### src/include/rcl_pkg.sv
// Notes on behaviour
// Software writes seconds preset bits 5:0 only with 0 to 59.
// Software writes minutes preset bits 11:6 only with 0 to 59.
// Software writes hours preset bits 16:12 only with 0 to 23.
// Weekday preset bits 19:17: 001b is Sunday; software never writes 000b.
// Day-of-month preset bits 24:20 holds 1 up to the month's length.
// Month preset bits 28:25 holds 0001b (January) to 1100b (December) only.
// Current BCD year reads at bits 13:0, 0 to 3999, reset 0x2000.
// Writable BCD year alarm value at bits 13:0, reset 0x2000.
// Writable BCD year preset at bits 13:0, reset to zero.
// Second tick every divider+1 slow clock cycles; divider resets to 0x7fff.
// Divider zero: timer tick follows slow clock, calendar tick stops.
// Delete trim-count slow pulses in every span of 1023 slow cycles.
// While calendar enabled, divider and trim writes ignored; reads return stored values.
// Setting bit 26 enables calendar and locks control register until reset.
// Current date reads with the same field layout as the preset.
// Weekday alarm 000b excludes weekday; other codes compare against current weekday.
// Enabling the calendar copies presets into the running calendar.
// Calendar rolls seconds through BCD year, honouring month length and leap years.
`default_nettype none
package rcl_pkg;

	// =========================================================
	// Register offsets
	localparam logic [7:0] OFS_DATE_NOW = 8'h00;
	localparam logic [7:0] OFS_DATE_PRESET = 8'h08;
	localparam logic [7:0] OFS_YEAR_NOW = 8'h0c;
	localparam logic [7:0] OFS_YEAR_ALARM = 8'h10;
	localparam logic [7:0] OFS_YEAR_PRESET = 8'h14;
	localparam logic [7:0] OFS_CONTROL = 8'h18;

	// =========================================================
	// Field positions
	localparam int SEC_LSB = 0;
	localparam int MIN_LSB = 6;
	localparam int HOUR_LSB = 12;
	localparam int WDAY_LSB = 17;
	localparam int MDAY_LSB = 20;
	localparam int MON_LSB = 25;
	localparam int DATE_W = 29;
	localparam int YEAR_W = 14;
	localparam int DIV_LSB = 0;
	localparam int DIV_W = 15;
	localparam int TRIM_LSB = 16;
	localparam int TRIM_W = 10;
	localparam int EN_BIT = 26;

	// =========================================================
	// Reset values
	localparam logic [YEAR_W-1:0] YEAR_NOW_RST = 14'h2000;
	localparam logic [YEAR_W-1:0] YEAR_ALARM_RST = 14'h2000;
	localparam logic [YEAR_W-1:0] YEAR_PRESET_RST = 14'h0000;
	localparam logic [DIV_W-1:0] DIV_RST = 15'h7fff;
	localparam logic [TRIM_W-1:0] TRIM_RST = 10'h000;
	localparam logic [DATE_W-1:0] DATE_PRESET_RST = 29'h0000000;
	localparam logic [2:0] WDAY_RST = 3'h1;
	localparam logic [4:0] MDAY_RST = 5'h01;
	localparam logic [3:0] MON_RST = 4'h1;

	// =========================================================
	// Counts and limits
	localparam logic [TRIM_W-1:0] TRIM_SPAN_LAST = 10'h3fe;
	localparam logic [5:0] SEC_LAST = 6'h3b;
	localparam logic [5:0] MIN_LAST = 6'h3b;
	localparam logic [4:0] HOUR_LAST = 5'h17;
	localparam logic [2:0] WDAY_LAST = 3'h7;
	localparam logic [2:0] WDAY_FIRST = 3'h1;
	localparam logic [2:0] WDAY_ANY = 3'h0;
	localparam logic [3:0] MON_LAST = 4'hc;
	localparam logic [3:0] MON_FEB = 4'h2;

endpackage
`default_nettype wire

### src/core/rcl_month_len.sv
`timescale 1ns/1ns
`default_nettype none
module rcl_month_len
	import rcl_pkg::*;
(
	// Calendar position
	input wire logic [3:0] month,
	input wire logic [YEAR_W-1:0] year,
	// Length of the month
	output logic [4:0] days
);

	logic [3:0] ones;
	logic [3:0] tens;
	logic [3:0] hund;
	logic [3:0] thou;
	logic lo_div4;
	logic hi_div4;
	logic leap;

	// Two BCD digits t,o form a multiple of four when t even with o in 0,4,8 or t odd with o in 2,6
	function automatic logic pair_div4(input logic [3:0] t, input logic [3:0] o);
		if (!t[0]) begin
			pair_div4 = (o == 4'h0) || (o == 4'h4) || (o == 4'h8);
		end else begin
			pair_div4 = (o == 4'h2) || (o == 4'h6);
		end
	endfunction

	always_comb begin
		ones = year[3:0];
		tens = year[7:4];
		hund = year[11:8];
		thou = {2'h0, year[13:12]};
		lo_div4 = pair_div4(tens, ones);
		hi_div4 = pair_div4(thou, hund);
		leap = ((tens == 4'h0) && (ones == 4'h0)) ? hi_div4 : lo_div4;
		unique case (month)
			4'h2: days = leap ? 5'h1d : 5'h1c;
			4'h4, 4'h6, 4'h9, 4'hb: days = 5'h1e;
			default: days = 5'h1f;
		endcase
	end

endmodule // rcl_month_len
`default_nettype wire

### src/core/rcl_prescaler.sv
`timescale 1ns/1ns
`default_nettype none
module rcl_prescaler
	import rcl_pkg::*;
(
	// Clock and reset
	input wire logic ref_clk,
	input wire logic rst_b,
	input wire logic clk_en,
	// Slow clock pin
	input wire logic slow_clock,
	// Settings
	input wire logic [DIV_W-1:0] tick_divider,
	input wire logic [TRIM_W-1:0] trim_pulse_delete,
	// Ticks
	output logic second_tick,
	output logic timer_tick
);

	typedef struct packed {
		logic [2:0] sync;
		logic level;
		logic [TRIM_W-1:0] win;
		logic [DIV_W-1:0] cnt;
		logic sec_tick;
		logic tmr_tick;
	} rcl_pre_state_t;

	localparam rcl_pre_state_t PRE_RST = '{sync: 3'h0, level: 1'b0, win: '0, cnt: '0,
		sec_tick: 1'b0, tmr_tick: 1'b0};

	rcl_pre_state_t s;
	rcl_pre_state_t next_s;
	logic rise;
	logic keep;

	always_comb begin
		next_s = s;
		next_s.sync = {s.sync[1:0], slow_clock};
		next_s.sec_tick = 1'b0;
		next_s.tmr_tick = 1'b0;
		rise = 1'b0;
		keep = 1'b0;
		// A change counts only once the second and third stages agree
		if (s.sync[2] == s.sync[1]) begin
			next_s.level = s.sync[2];
			rise = s.sync[2] && !s.level;
		end
		if (rise) begin
			// Drop the first trim-count pulses of each 1023-cycle span
			keep = (s.win >= trim_pulse_delete);
			next_s.win = (s.win == TRIM_SPAN_LAST) ? '0 : s.win + 10'h001;
		end
		if (keep) begin
			if (tick_divider == '0) begin
				next_s.tmr_tick = 1'b1;
				next_s.cnt = '0;
			end else if (s.cnt >= tick_divider) begin
				next_s.sec_tick = 1'b1;
				next_s.tmr_tick = 1'b1;
				next_s.cnt = '0;
			end else begin
				next_s.cnt = s.cnt + 15'h0001;
			end
		end
	end

	always_ff @(posedge ref_clk) begin
		if (!rst_b) begin
			s <= PRE_RST;
		end else if (clk_en) begin
			s <= next_s;
		end
	end

	assign second_tick = s.sec_tick;
	assign timer_tick = s.tmr_tick;

endmodule // rcl_prescaler
`default_nettype wire

### src/core/rcl_top.sv
`timescale 1ns/1ns
`default_nettype none
module rcl_top
	import rcl_pkg::*;
(
	// Clock, reset and enable
	input wire logic ref_clk,
	input wire logic rst_b,
	input wire logic clk_en,
	// AHB-Lite slave
	input wire logic hsel,
	input wire logic [31:0] haddr,
	input wire logic [1:0] htrans,
	input wire logic hwrite,
	input wire logic [2:0] hsize,
	input wire logic hready,
	input wire logic [31:0] hwdata,
	output logic hreadyout,
	output logic [31:0] hrdata,
	output logic hresp,
	// Slow clock pin
	input wire logic slow_clock,
	// Alarm comparison input
	input wire logic [2:0] weekday_alarm,
	// Calendar outputs
	output logic calendar_enable,
	output logic second_tick,
	output logic timer_tick,
	output logic [DATE_W-1:0] date_now,
	output logic [YEAR_W-1:0] year_now,
	output logic [YEAR_W-1:0] year_alarm,
	output logic year_match,
	output logic weekday_match
);

	// =========================================================
	// State
	typedef struct packed {
		logic [DATE_W-1:0] date_preset;
		logic [YEAR_W-1:0] year_preset;
		logic [YEAR_W-1:0] year_alarm;
		logic [DIV_W-1:0] tick_divider;
		logic [TRIM_W-1:0] trim_pulse_delete;
		logic calendar_enable;
		logic [5:0] seconds_now;
		logic [5:0] minutes_now;
		logic [4:0] hours_now;
		logic [2:0] weekday_now;
		logic [4:0] monthday_now;
		logic [3:0] month_now;
		logic [YEAR_W-1:0] year_now;
		logic wr_pend;
		logic rd_pend;
		logic [7:0] addr;
		logic hreadyout;
		logic [31:0] hrdata;
		logic year_match;
		logic weekday_match;
	} rcl_top_state_t;

	localparam rcl_top_state_t TOP_RST = '{
		date_preset: DATE_PRESET_RST,
		year_preset: YEAR_PRESET_RST,
		year_alarm: YEAR_ALARM_RST,
		tick_divider: DIV_RST,
		trim_pulse_delete: TRIM_RST,
		calendar_enable: 1'b0,
		seconds_now: 6'h00,
		minutes_now: 6'h00,
		hours_now: 5'h00,
		weekday_now: WDAY_RST,
		monthday_now: MDAY_RST,
		month_now: MON_RST,
		year_now: YEAR_NOW_RST,
		wr_pend: 1'b0,
		rd_pend: 1'b0,
		addr: 8'h00,
		hreadyout: 1'b1,
		hrdata: 32'h00000000,
		year_match: 1'b0,
		weekday_match: 1'b0
	};

	rcl_top_state_t s;
	rcl_top_state_t next_s;
	logic [4:0] month_days;
	logic sec_tick;
	logic tmr_tick;
	logic addr_ok;
	logic [DATE_W-1:0] date_cur;
	logic [31:0] rd_word;
	logic [YEAR_W-1:0] year_inc;

	// =========================================================
	// Prescaler and month length
	rcl_prescaler u_pre (
		.ref_clk(ref_clk),
		.rst_b(rst_b),
		.clk_en(clk_en),
		.slow_clock(slow_clock),
		.tick_divider(s.tick_divider),
		.trim_pulse_delete(s.trim_pulse_delete),
		.second_tick(sec_tick),
		.timer_tick(tmr_tick)
	);

	rcl_month_len u_len (
		.month(s.month_now),
		.year(s.year_now),
		.days(month_days)
	);

	// =========================================================
	// BCD year step, 3999 wraps to 0
	function automatic logic [YEAR_W-1:0] bcd_year_inc(input logic [YEAR_W-1:0] y);
		logic [YEAR_W-1:0] r;
		logic carry;
		r = y;
		carry = 1'b1;
		for (int i = 0; i < 3; i++) begin
			if (carry) begin
				if (r[i*4 +: 4] == 4'h9) begin
					r[i*4 +: 4] = 4'h0;
				end else begin
					r[i*4 +: 4] = r[i*4 +: 4] + 4'h1;
					carry = 1'b0;
				end
			end
		end
		if (carry) begin
			r[13:12] = r[13:12] + 2'h1;
		end
		return r;
	endfunction

	// =========================================================
	// Read data assembly
	always_comb begin
		date_cur = '0;
		date_cur[SEC_LSB +: 6] = s.seconds_now;
		date_cur[MIN_LSB +: 6] = s.minutes_now;
		date_cur[HOUR_LSB +: 5] = s.hours_now;
		date_cur[WDAY_LSB +: 3] = s.weekday_now;
		date_cur[MDAY_LSB +: 5] = s.monthday_now;
		date_cur[MON_LSB +: 4] = s.month_now;
		year_inc = bcd_year_inc(s.year_now);
		rd_word = 32'h00000000;
		unique case (s.addr)
			OFS_DATE_NOW: rd_word[DATE_W-1:0] = date_cur;
			OFS_DATE_PRESET: rd_word[DATE_W-1:0] = s.date_preset;
			OFS_YEAR_NOW: rd_word[YEAR_W-1:0] = s.year_now;
			OFS_YEAR_ALARM: rd_word[YEAR_W-1:0] = s.year_alarm;
			OFS_YEAR_PRESET: rd_word[YEAR_W-1:0] = s.year_preset;
			OFS_CONTROL: begin
				rd_word[DIV_LSB +: DIV_W] = s.tick_divider;
				rd_word[TRIM_LSB +: TRIM_W] = s.trim_pulse_delete;
				rd_word[EN_BIT] = s.calendar_enable;
			end
			default: rd_word = 32'h00000000;
		endcase
	end

	// =========================================================
	// Next state
	always_comb begin
		next_s = s;
		addr_ok = hsel && htrans[1] && hready;
		next_s.wr_pend = 1'b0;
		next_s.rd_pend = 1'b0;
		next_s.hreadyout = 1'b1;

		// Bus address phase; reads take one wait state
		if (addr_ok) begin
			next_s.addr = haddr[7:0];
			next_s.wr_pend = hwrite;
			next_s.rd_pend = !hwrite;
			next_s.hreadyout = hwrite;
		end
		if (s.rd_pend) begin
			next_s.hrdata = rd_word;
		end

		// Running calendar advances one second per tick while enabled
		if (s.calendar_enable && sec_tick) begin
			if (s.seconds_now == SEC_LAST) begin
				next_s.seconds_now = 6'h00;
				if (s.minutes_now == MIN_LAST) begin
					next_s.minutes_now = 6'h00;
					if (s.hours_now == HOUR_LAST) begin
						next_s.hours_now = 5'h00;
						next_s.weekday_now = (s.weekday_now == WDAY_LAST) ? WDAY_FIRST :
							s.weekday_now + 3'h1;
						if (s.monthday_now >= month_days) begin
							next_s.monthday_now = 5'h01;
							if (s.month_now == MON_LAST) begin
								next_s.month_now = 4'h1;
								next_s.year_now = year_inc;
							end else begin
								next_s.month_now = s.month_now + 4'h1;
							end
						end else begin
							next_s.monthday_now = s.monthday_now + 5'h01;
						end
					end else begin
						next_s.hours_now = s.hours_now + 5'h01;
					end
				end else begin
					next_s.minutes_now = s.minutes_now + 6'h01;
				end
			end else begin
				next_s.seconds_now = s.seconds_now + 6'h01;
			end
		end

		// Bus data phase write
		if (s.wr_pend) begin
			unique case (s.addr)
				OFS_DATE_PRESET: next_s.date_preset = hwdata[DATE_W-1:0];
				OFS_YEAR_ALARM: next_s.year_alarm = hwdata[YEAR_W-1:0];
				OFS_YEAR_PRESET: next_s.year_preset = hwdata[YEAR_W-1:0];
				OFS_CONTROL: begin
					if (!s.calendar_enable) begin
						next_s.tick_divider = hwdata[DIV_LSB +: DIV_W];
						next_s.trim_pulse_delete = hwdata[TRIM_LSB +: TRIM_W];
						next_s.calendar_enable = hwdata[EN_BIT];
						if (hwdata[EN_BIT]) begin
							// Preset fields are assumed legal by software
							next_s.seconds_now = s.date_preset[SEC_LSB +: 6];
							next_s.minutes_now = s.date_preset[MIN_LSB +: 6];
							next_s.hours_now = s.date_preset[HOUR_LSB +: 5];
							next_s.weekday_now = s.date_preset[WDAY_LSB +: 3];
							next_s.monthday_now = s.date_preset[MDAY_LSB +: 5];
							next_s.month_now = s.date_preset[MON_LSB +: 4];
							next_s.year_now = s.year_preset;
						end
					end
				end
				default: begin
				end
			endcase
		end

		// Comparison flags for the alarm logic
		next_s.year_match = (next_s.year_now == next_s.year_alarm);
		next_s.weekday_match = (weekday_alarm == WDAY_ANY) ||
			(weekday_alarm == next_s.weekday_now);
	end

	// =========================================================
	// State register
	always_ff @(posedge ref_clk) begin
		if (!rst_b) begin
			s <= TOP_RST;
		end else if (clk_en) begin
			s <= next_s;
		end
	end

	// =========================================================
	// Outputs
	assign hreadyout = s.hreadyout;
	assign hrdata = s.hrdata;
	assign hresp = 1'b0;
	assign calendar_enable = s.calendar_enable;
	assign second_tick = sec_tick;
	assign timer_tick = tmr_tick;
	assign date_now = date_cur;
	assign year_now = s.year_now;
	assign year_alarm = s.year_alarm;
	assign year_match = s.year_match;
	assign weekday_match = s.weekday_match;

endmodule // rcl_top
`default_nettype wire

### config.mk
export PLATFORM = sky130hd
export DESIGN_NAME = rcl_top
export DESIGN_NICKNAME = d
export VERILOG_FILES = /design/src/include/rcl_pkg.sv /design/src/core/rcl_month_len.sv /design/src/core/rcl_prescaler.sv /design/src/core/rcl_top.sv
export SDC_FILE = /design/constraint.sdc
export NUM_CORES = 1
export LEC_CHECK = 0
export BUFFER_PORTS_ARGS = -buffer_cell sky130_fd_sc_hd__buf_2
export CAP_MARGIN = 20
export CORE_UTILIZATION = 25
export DETAILED_ROUTE_END_ITERATION = 8
export PLACE_DENSITY = 0.42
export SLEW_MARGIN = 20
export SYNTH_ARGS = -nofsm -noshare
export SYNTH_HDL_FRONTEND = slang
export SYNTH_HIERARCHICAL = 1
export SYNTH_SLANG_ARGS = --single-unit
### constraint.sdc
create_clock -name ref_clk -period 4.3 [get_ports ref_clk]
set_input_delay 0 -clock ref_clk [delete_from_list [all_inputs] [get_ports ref_clk]]
set_output_delay 0 -clock ref_clk [all_outputs]
set_load 0.03 [all_outputs]
## Word-level counts from Yosys, hierarchy flattened

Cells that the tools add are included.

| cells by class | value |
|---|---|
| $add $sub $neg | 12 |
| multiply operators | 0 |
| div/mod/pow operators | 0 |
| magnitude comparators | 3 |
| equal/unequal tests | 30 |
| shifts and indexed selects | 0 |
| muxes and demuxes | 48 |
| bitwise logic cells | 1 |
| reductions and logical operators | 30 |

Operators with widths:

| kind | number |
|---|---|
| 69-bit two-way mux | 2 |
| 43-bit two-way mux | 2 |
| 14-bit one-hot mux with 6 select lines | 1 |
| 83-bit two-way mux | 1 |
| 37-bit two-way mux | 1 |
| 11-bit one-hot mux with 3 select lines | 1 |
| 4-bit == test (second input constant) | 8 |
| 31-bit two-way mux | 1 |
| 15-bit two-way mux | 2 |
| 14-bit two-way mux | 2 |
| 26-bit two-way mux | 1 |
| 4-bit by 3-bit == test with 1-bit output (second input constant) | 6 |
| 8-bit by 5-bit == test with 1-bit output (second input constant) | 3 |
| 4-bit two-way mux | 6 |
| 18-bit two-way mux | 1 |
| 4-bit by 1-bit adder with 4-bit output (second input constant) | 4 |
| 8-bit by 4-bit == test with 1-bit output (second input constant) | 2 |
| 15-bit by 1-bit adder with 15-bit output (second input constant) | 1 |
| 15-bit greater-or-equal comparator | 1 |
| 15-bit logical NOT | 1 |
| 14-bit == test | 1 |
| 1-bit two-way mux | 13 |
| 6-bit by 1-bit adder with 6-bit output (second input constant) | 2 |
| 4-bit by 2-bit == test with 1-bit output (second input constant) | 3 |
| 33 further kinds | 58 |

| storage, ports and cells | value |
|---|---|
| flip-flop bits (word level) | 199 |
| bits in latches | 0 |
| memory bits (writable) | 0 |
| bits in read-only memories | 0 |
| input bits | 79 |
| memories kept | 0 |

## Depth between registers and ports, before layout

| depth | value |
|---|---|
| depth after elaboration | 19 |
| gate-level depth with buffers | 15 |

## By module

The synthesis kept the hierarchy.

Modules (own cells, without submodules):

| module | times used | cells an instance | area an instance (µm²) | sequential area each (µm²) |
|---|---|---|---|---|
| rcl_top | 1 | 1187 | 9253.9 | 3363.2 |
| rcl_prescaler | 1 | 290 | 2314.7 | 620.6 |
| rcl_month_len | 1 | 19 | 131.4 | 0.0 |

## Worst setup path after synthesis

No wires, ideal clock.

| timing path | value |
|---|---|
| kind | register -> register |
| start point | register s, in the netlist date_now[25] |
| end point | register s, in the netlist year_match |
| library setup time | 0.069 ns |
| arrival time | 3.256 ns |
| required time | 4.231 ns |
| setup slack | 0.975 ns |
| stages on the path, launching flop included | 14 |
| cells stage by stage | dfxtp_1 -> or4b_4 -> o41ai_2 -> ha_1 -> nand2b_1 -> a31oi_1 -> o21a_1 -> buf_6 -> nor4_1 -> o311ai_0 -> xnor2_1 -> nor4_1 -> nand4_1 -> o21ai_1 |

| on the way | value |
|---|---|
| word-level cells in the longest chain between the ends | 14 |
| elaborated cells between the ends (all ways) | 20 |
| those cells by class | order compare (1); eq/ne (7); mux (11); reduce/logical (1) |

Ends and longest elaborated chain:

| what | RTL line | source |
|---|---|---|
| from (decl) | rcl_top.sv:84 | `rcl_top_state_t s;` |
| from (signal assigned) | rcl_top.sv:255 | `s <= next_s;` |
| 4-bit by 3-bit == test with 1-bit output or 4-bit == test (tied branches) | rcl_month_len.sv:38 | `unique case (month)` |
| 4-bit OR reduction | rcl_month_len.sv:38 |  |
| 5-bit one-hot mux with 2 select lines * | rcl_month_len.sv:38 |  |
| named net month_days[1] | rcl_top.sv:86 | `logic [4:0] month_days;` |
| 5-bit greater-or-equal comparator * | rcl_top.sv:193 | `if (s.monthday_now >= month_days) begin` |
| 18-bit two-way mux * | rcl_top.sv:193 |  |
| 26-bit two-way mux * | rcl_top.sv:189 | `if (s.hours_now == HOUR_LAST) begin` |
| 31-bit two-way mux * | rcl_top.sv:187 | `if (s.minutes_now == MIN_LAST) begin` |
| 37-bit two-way mux * | rcl_top.sv:185 | `if (s.seconds_now == SEC_LAST) begin` |
| 43-bit two-way mux * | rcl_top.sv:184 | `if (s.calendar_enable && sec_tick) begin` |
| 43-bit two-way mux | rcl_top.sv:226 | `if (hwdata[EN_BIT]) begin` |
| 69-bit two-way mux | rcl_top.sv:222 | `if (!s.calendar_enable) begin` |
| 69-bit two-way mux | rcl_top.sv:217 | `unique case (s.addr)` |
| 83-bit two-way mux * | rcl_top.sv:216 | `if (s.wr_pend) begin` |
| 14-bit == test * | rcl_top.sv:244 | `next_s.year_match = (next_s.year_now == next_s.year_alarm);` |

The timed path passes the listed nets; every way through them passes the cells marked *.
A chain may end at the register's enable or synchronous reset.

## Worst setup path after layout

| timing path | value |
|---|---|
| start point | register s, in the netlist date_now[0] |
| end point | register s, in the netlist weekday_match |

| on the way | value |
|---|---|
| word-level cells in the longest chain between the ends | 9 |

Ends and longest elaborated chain:

| what | RTL line | source |
|---|---|---|
| 6-bit == test * | rcl_top.sv:185 |  |
| 37-bit two-way mux * | rcl_top.sv:185 |  |
| 43-bit two-way mux * | rcl_top.sv:184 |  |
| 43-bit two-way mux | rcl_top.sv:226 |  |
| 69-bit two-way mux | rcl_top.sv:222 |  |
| 69-bit two-way mux | rcl_top.sv:217 |  |
| 83-bit two-way mux * | rcl_top.sv:216 |  |
| 3-bit == test * | rcl_top.sv:246 | `(weekday_alarm == next_s.weekday_now);` |
| 1-bit logical OR * | rcl_top.sv:245 | `next_s.weekday_match = (weekday_alarm == WDAY_ANY) \|\|` |

Mark *: on every way between the ends. The rest lies on a longest branch, timed or not.

==> results.txt <==
* Total via count after detailed routing: 11030
- The number of global-route vias before repair is 10320.
- Worst Hold Launch: htrans[1]
* Grt total ovfl: 0
- Of the synthesized area, sequential elements account for 34.05%.
* GRT Resource Usage Total: 19.26%
- Count of buffers from port buffering: 139
* Main flop type after synthesis: dfxtp_1
- Number of DRC violations after detailed routing: 0
- Startpoint of the worst setup timing path: date_now[0]
- At the pin with the least slew margin, the transition time is 0.9847 ns.
- The post-route netlist has 15.94% of its cells at a drive strength greater than 1.
- The synthesized netlist devotes 20.99% of its cell area to compound gates.
* Summed negative setup slack over all endpoints: 0 ns
- Post-synthesis average cell area: 7.821 µm²
- Buffers inserted during clock tree synthesis total 17.
- In this run the power density over the cells is 285.8 mW/mm².
* Number of detailed-routing iterations run before antenna repair: 5
- Setup repair after global routing left no endpoint under its margin.
- Headroom to the max-slew limit came out at 34.11%.
- Synthesized-area fraction occupied by and/or/nand/nor cells: 22.81%
- With fillers left out, the area of the finished cells amounts to 0.01325 mm².
- Total number of clock tree sinks: 199
* Row Count: 78
- EDFF count, synth: 0
- Max-cap violations in this run came to 0.
- The min-delay analysis places its worst path in the category input pin to flip-flop.
- H-tree lvl count: 4
- Vias per cell: 5.116
- The cell family contributing the most delay on the critical path is simple AND/OR/NAND/NOR gates.
- Number of cells on the worst hold path: 6
* Worst stage delay on the critical path: 0.57 ns
* Leak: 0.005421 µW
* Cell Chain, Critical Path: ha_1 > and3_1 > and4_2 > and2_1 > nand2_1 > a31oi_2 > nand3_1 > o22ai_1 > nand3_1 > dlygate4sd3_1 > a31oi_1 > dlygate4sd3_1
- Setup skew after layout: 0.01630 ns
- Synth Area in XOR/XNOR: 1.722%
* Required time of the worst setup path: 4.72 ns
- The startpoint identified for the worst register-to-register timing path is date_now[0].
* Routed length per instance: 21.31 µm
- Once placement finished, the instance area stood at 0.01223 mm².
- Counting distinct cell types in the post-synthesis netlist gives 88.
- Layout Area Growth over Synthesis: 13.23%
- The floorplan step defined a core boundary enclosing 0.04577 mm².
* Final critical path time including I/O delays and setup: 4.096 ns
* Period utilisation layout: 95.25%
- Clock edge transition at the registers on the reported setup and hold paths: 0.09 ns
- Starting DRT DRC Count: 825
* Initial antenna violation count: 0
* Global placement routability congestion: 0.8428
- Wire length of the first global-routing pass: 68250 µm
* Number of synthesized register bits: 199
- The run finished with clean final reports.
- Once detail routing completed, the nets flagged for antenna violations numbered 0.
* Dominant combinational cell family by area after synthesis: simple AND/OR/NAND/NOR gates
- The worst hold path terminates at hreadyout.
- Yosys printed 6 warnings.
- Pin count of the biggest net entering global routing: 74
- After detailed routing, the total wire length is 45930 µm.
- CTS placed an instance of clkbuf_16 at the clock tree root.
- Post-detailed-placement half-perimeter wirelength: 32610 µm
* Slew Limit Fails: 0
- Width of the die: 218.3 µm
- In the synthesized netlist the async set-or-reset flop fraction comes to 0%.
- Starting density of the core: 25.56%
* Setup Crit Path Kind: flip-flop to flip-flop
* Worst reg2reg endpoint: weekday_match
- Clock network latency to the later pin of the worst-skew pair: 0.47 ns
- Arithmetic-cell share of the synthesized area counting full adders, half adders and majority gates: 5.026%
* Final setup vio count: 0
- TritonCTS built the clock tree.
- NumNets Final: 1669
- Static timing analysis puts the maximum clock frequency at 244.1 MHz.
- Synth Instances: 1496
- The clock passes through at most 2 buffers.
* Die height: 218.3 µm
* Netlist Area Pre-Place: 0.01170 mm²
- Top-Level Pins: 175
- The worst setup path is launched from a flip-flop.
- Data arrives at the worst endpoint at 4.52 ns.
* R2R depth: 12
* Kind of capture point of the worst setup path: flip-flop
- Setup slack of the worst register-to-register path: 0.20 ns
- The number of hold-slack violations in the final timing report was 0.
- Critical-path cell with the highest stage delay: dlygate4sd3_1
- Worst-path fanout max: 7
- Counting both buffers and inverters, the worst setup path holds a total of 2.
* Share of synthesized area spent on multiplexers: 3.732%
- Antenna Cells: 0
- Die area: 0.04767 mm²
- IR analysis of the VDD net gives a maximum drop of 0.2029 mV.
metal layers:
metal / GRT usage [%] / vias to the layer above / routed length [µm]
li1: - / 5321 / -
met1: 26.77 / 5348 / 21510
met2: 30.69 / 324 / 21380
met3: 3.145 / 38 / 2367
met4: 4.825 / 0 / 682
met5: 0 / - / 0
cells in the mapped netlist, types with 19 or more instances:
cell type    n  area, µm²
nand2_1    273       1025
clkbuf_1    68      255.2
a22oi_1     48      360.4
nand4_1     24      150.1
dfxtp_1    199       3984
nor3_1      27      135.1
a21oi_1    124      620.6
a221oi_1    19      166.4
inv_1       53      198.9
buf_4      100      750.7
o21ai_0     57      285.3
ha_1        47      588.1
nor2_1      99      371.6
nand3_1     63      315.3
a31oi_1     26      162.7
mux2i_1     29      290.3
layout by cell type, fill, tap and decap left out, types with 8 or more instances in the layout:
master and instances:
dlygate4sd3_1 44, buf_4 28, buf_2 139, a22o_1 13, or3_1 8, a21oi_1 124
clkbuf_16 17, nor3_1 26, and3_1 12, mux2_2 13, inv_1 52, nand4_1 24
mux2i_1 29, a22oi_1 48, o21ai_0 57, nor2_1 98, nor4_1 10, a221oi_1 19
dfxtp_1 199, a31oi_1 25, ha_1 47, nand2_1 273, xnor2_1 8, nand3_1 62
a211oi_1 9, o211ai_1 13, xor2_1 15
worst reg2reg max path: stages, from the launching register on:
cell and delay, ns:
dfxtp_1 0.48, ha_1 0.24, and3_1 0.42, and4_2 0.47
and2_1 0.30, nand2_1 0.11, a31oi_2 0.37, nand3_1 0.12
o22ai_1 0.16, nand3_1 0.09, dlygate4sd3_1 0.58, a31oi_1 0.15
dlygate4sd3_1 0.56
kinds of logic (layout without fill, tap and decap cells):
kind of cell    count (synthesis)  count (layout)
simple gates                  569             569
mux                            42              42
xor+xnor                       23              23
fa+ha+maj                      47              47
flops                         199             199
other cells                     2               7
compound gates                373             373
buf+inv                       241             296
what timing repair did:
action                                 in CTS  in global routing
hold buffers                               44                  0
resized for setup                           0                  1
setup endpoints to repair                   0                  1
endpoints found under the hold margin      98                  0
setup buffers                               0                  0
worst max-delay path by stage:
stage,slack (ns),cells after the start,end
CTS,0.09,12,weekday_match
global route,0.008,12,weekday_match
floorplan,0.97,13,year_match
finish,0.20,12,weekday_match
global placement,0.75,13,year_match
detailed placement,0.74,13,year_match
sequential cells by signal, indices dropped and copies added, names as in the netlist, 2 cells and up:
signal	count
s	78
date_now	29
hrdata	29
u_pre/s	27
year_alarm	14
year_now	14
u_pre/next_s	2
area by class of cell:
cell class	instances	area, µm²
flip-flops and latches	199	3984
repair buffers	211	1346
multi-input cells	1061	6396
well taps	600	750.7
clock buffers	18	439.2
inverters	53	201.4
fillers	4997	32520
clock inverters	14	130.1
per-stage QoR:
stage                     total power [µW]  utilization (%)  instances  hold WS (ns)  setup WS, ns
after floorplan                       2064                -       1501        0.1240        0.9747
after global placement                2158            26.72       2080        0.2486        0.7531
after detailed placement              2159            26.72       2080        0.2530        0.7409
after CTS                             3835            28.93       2156      0.005767       0.09188
after global routing                  3936            28.94       2156        0.1035      0.008455
final                                 3787            28.94       2156       0.02233        0.2041
power by group:
part | internal [µW] | switching, µW
Combinational | 89.8 | 178
Sequential | 1860 | 19.6
Clock | 783 | 858
Total | 2730 | 1060
Power figures use the tool's default switching activity.
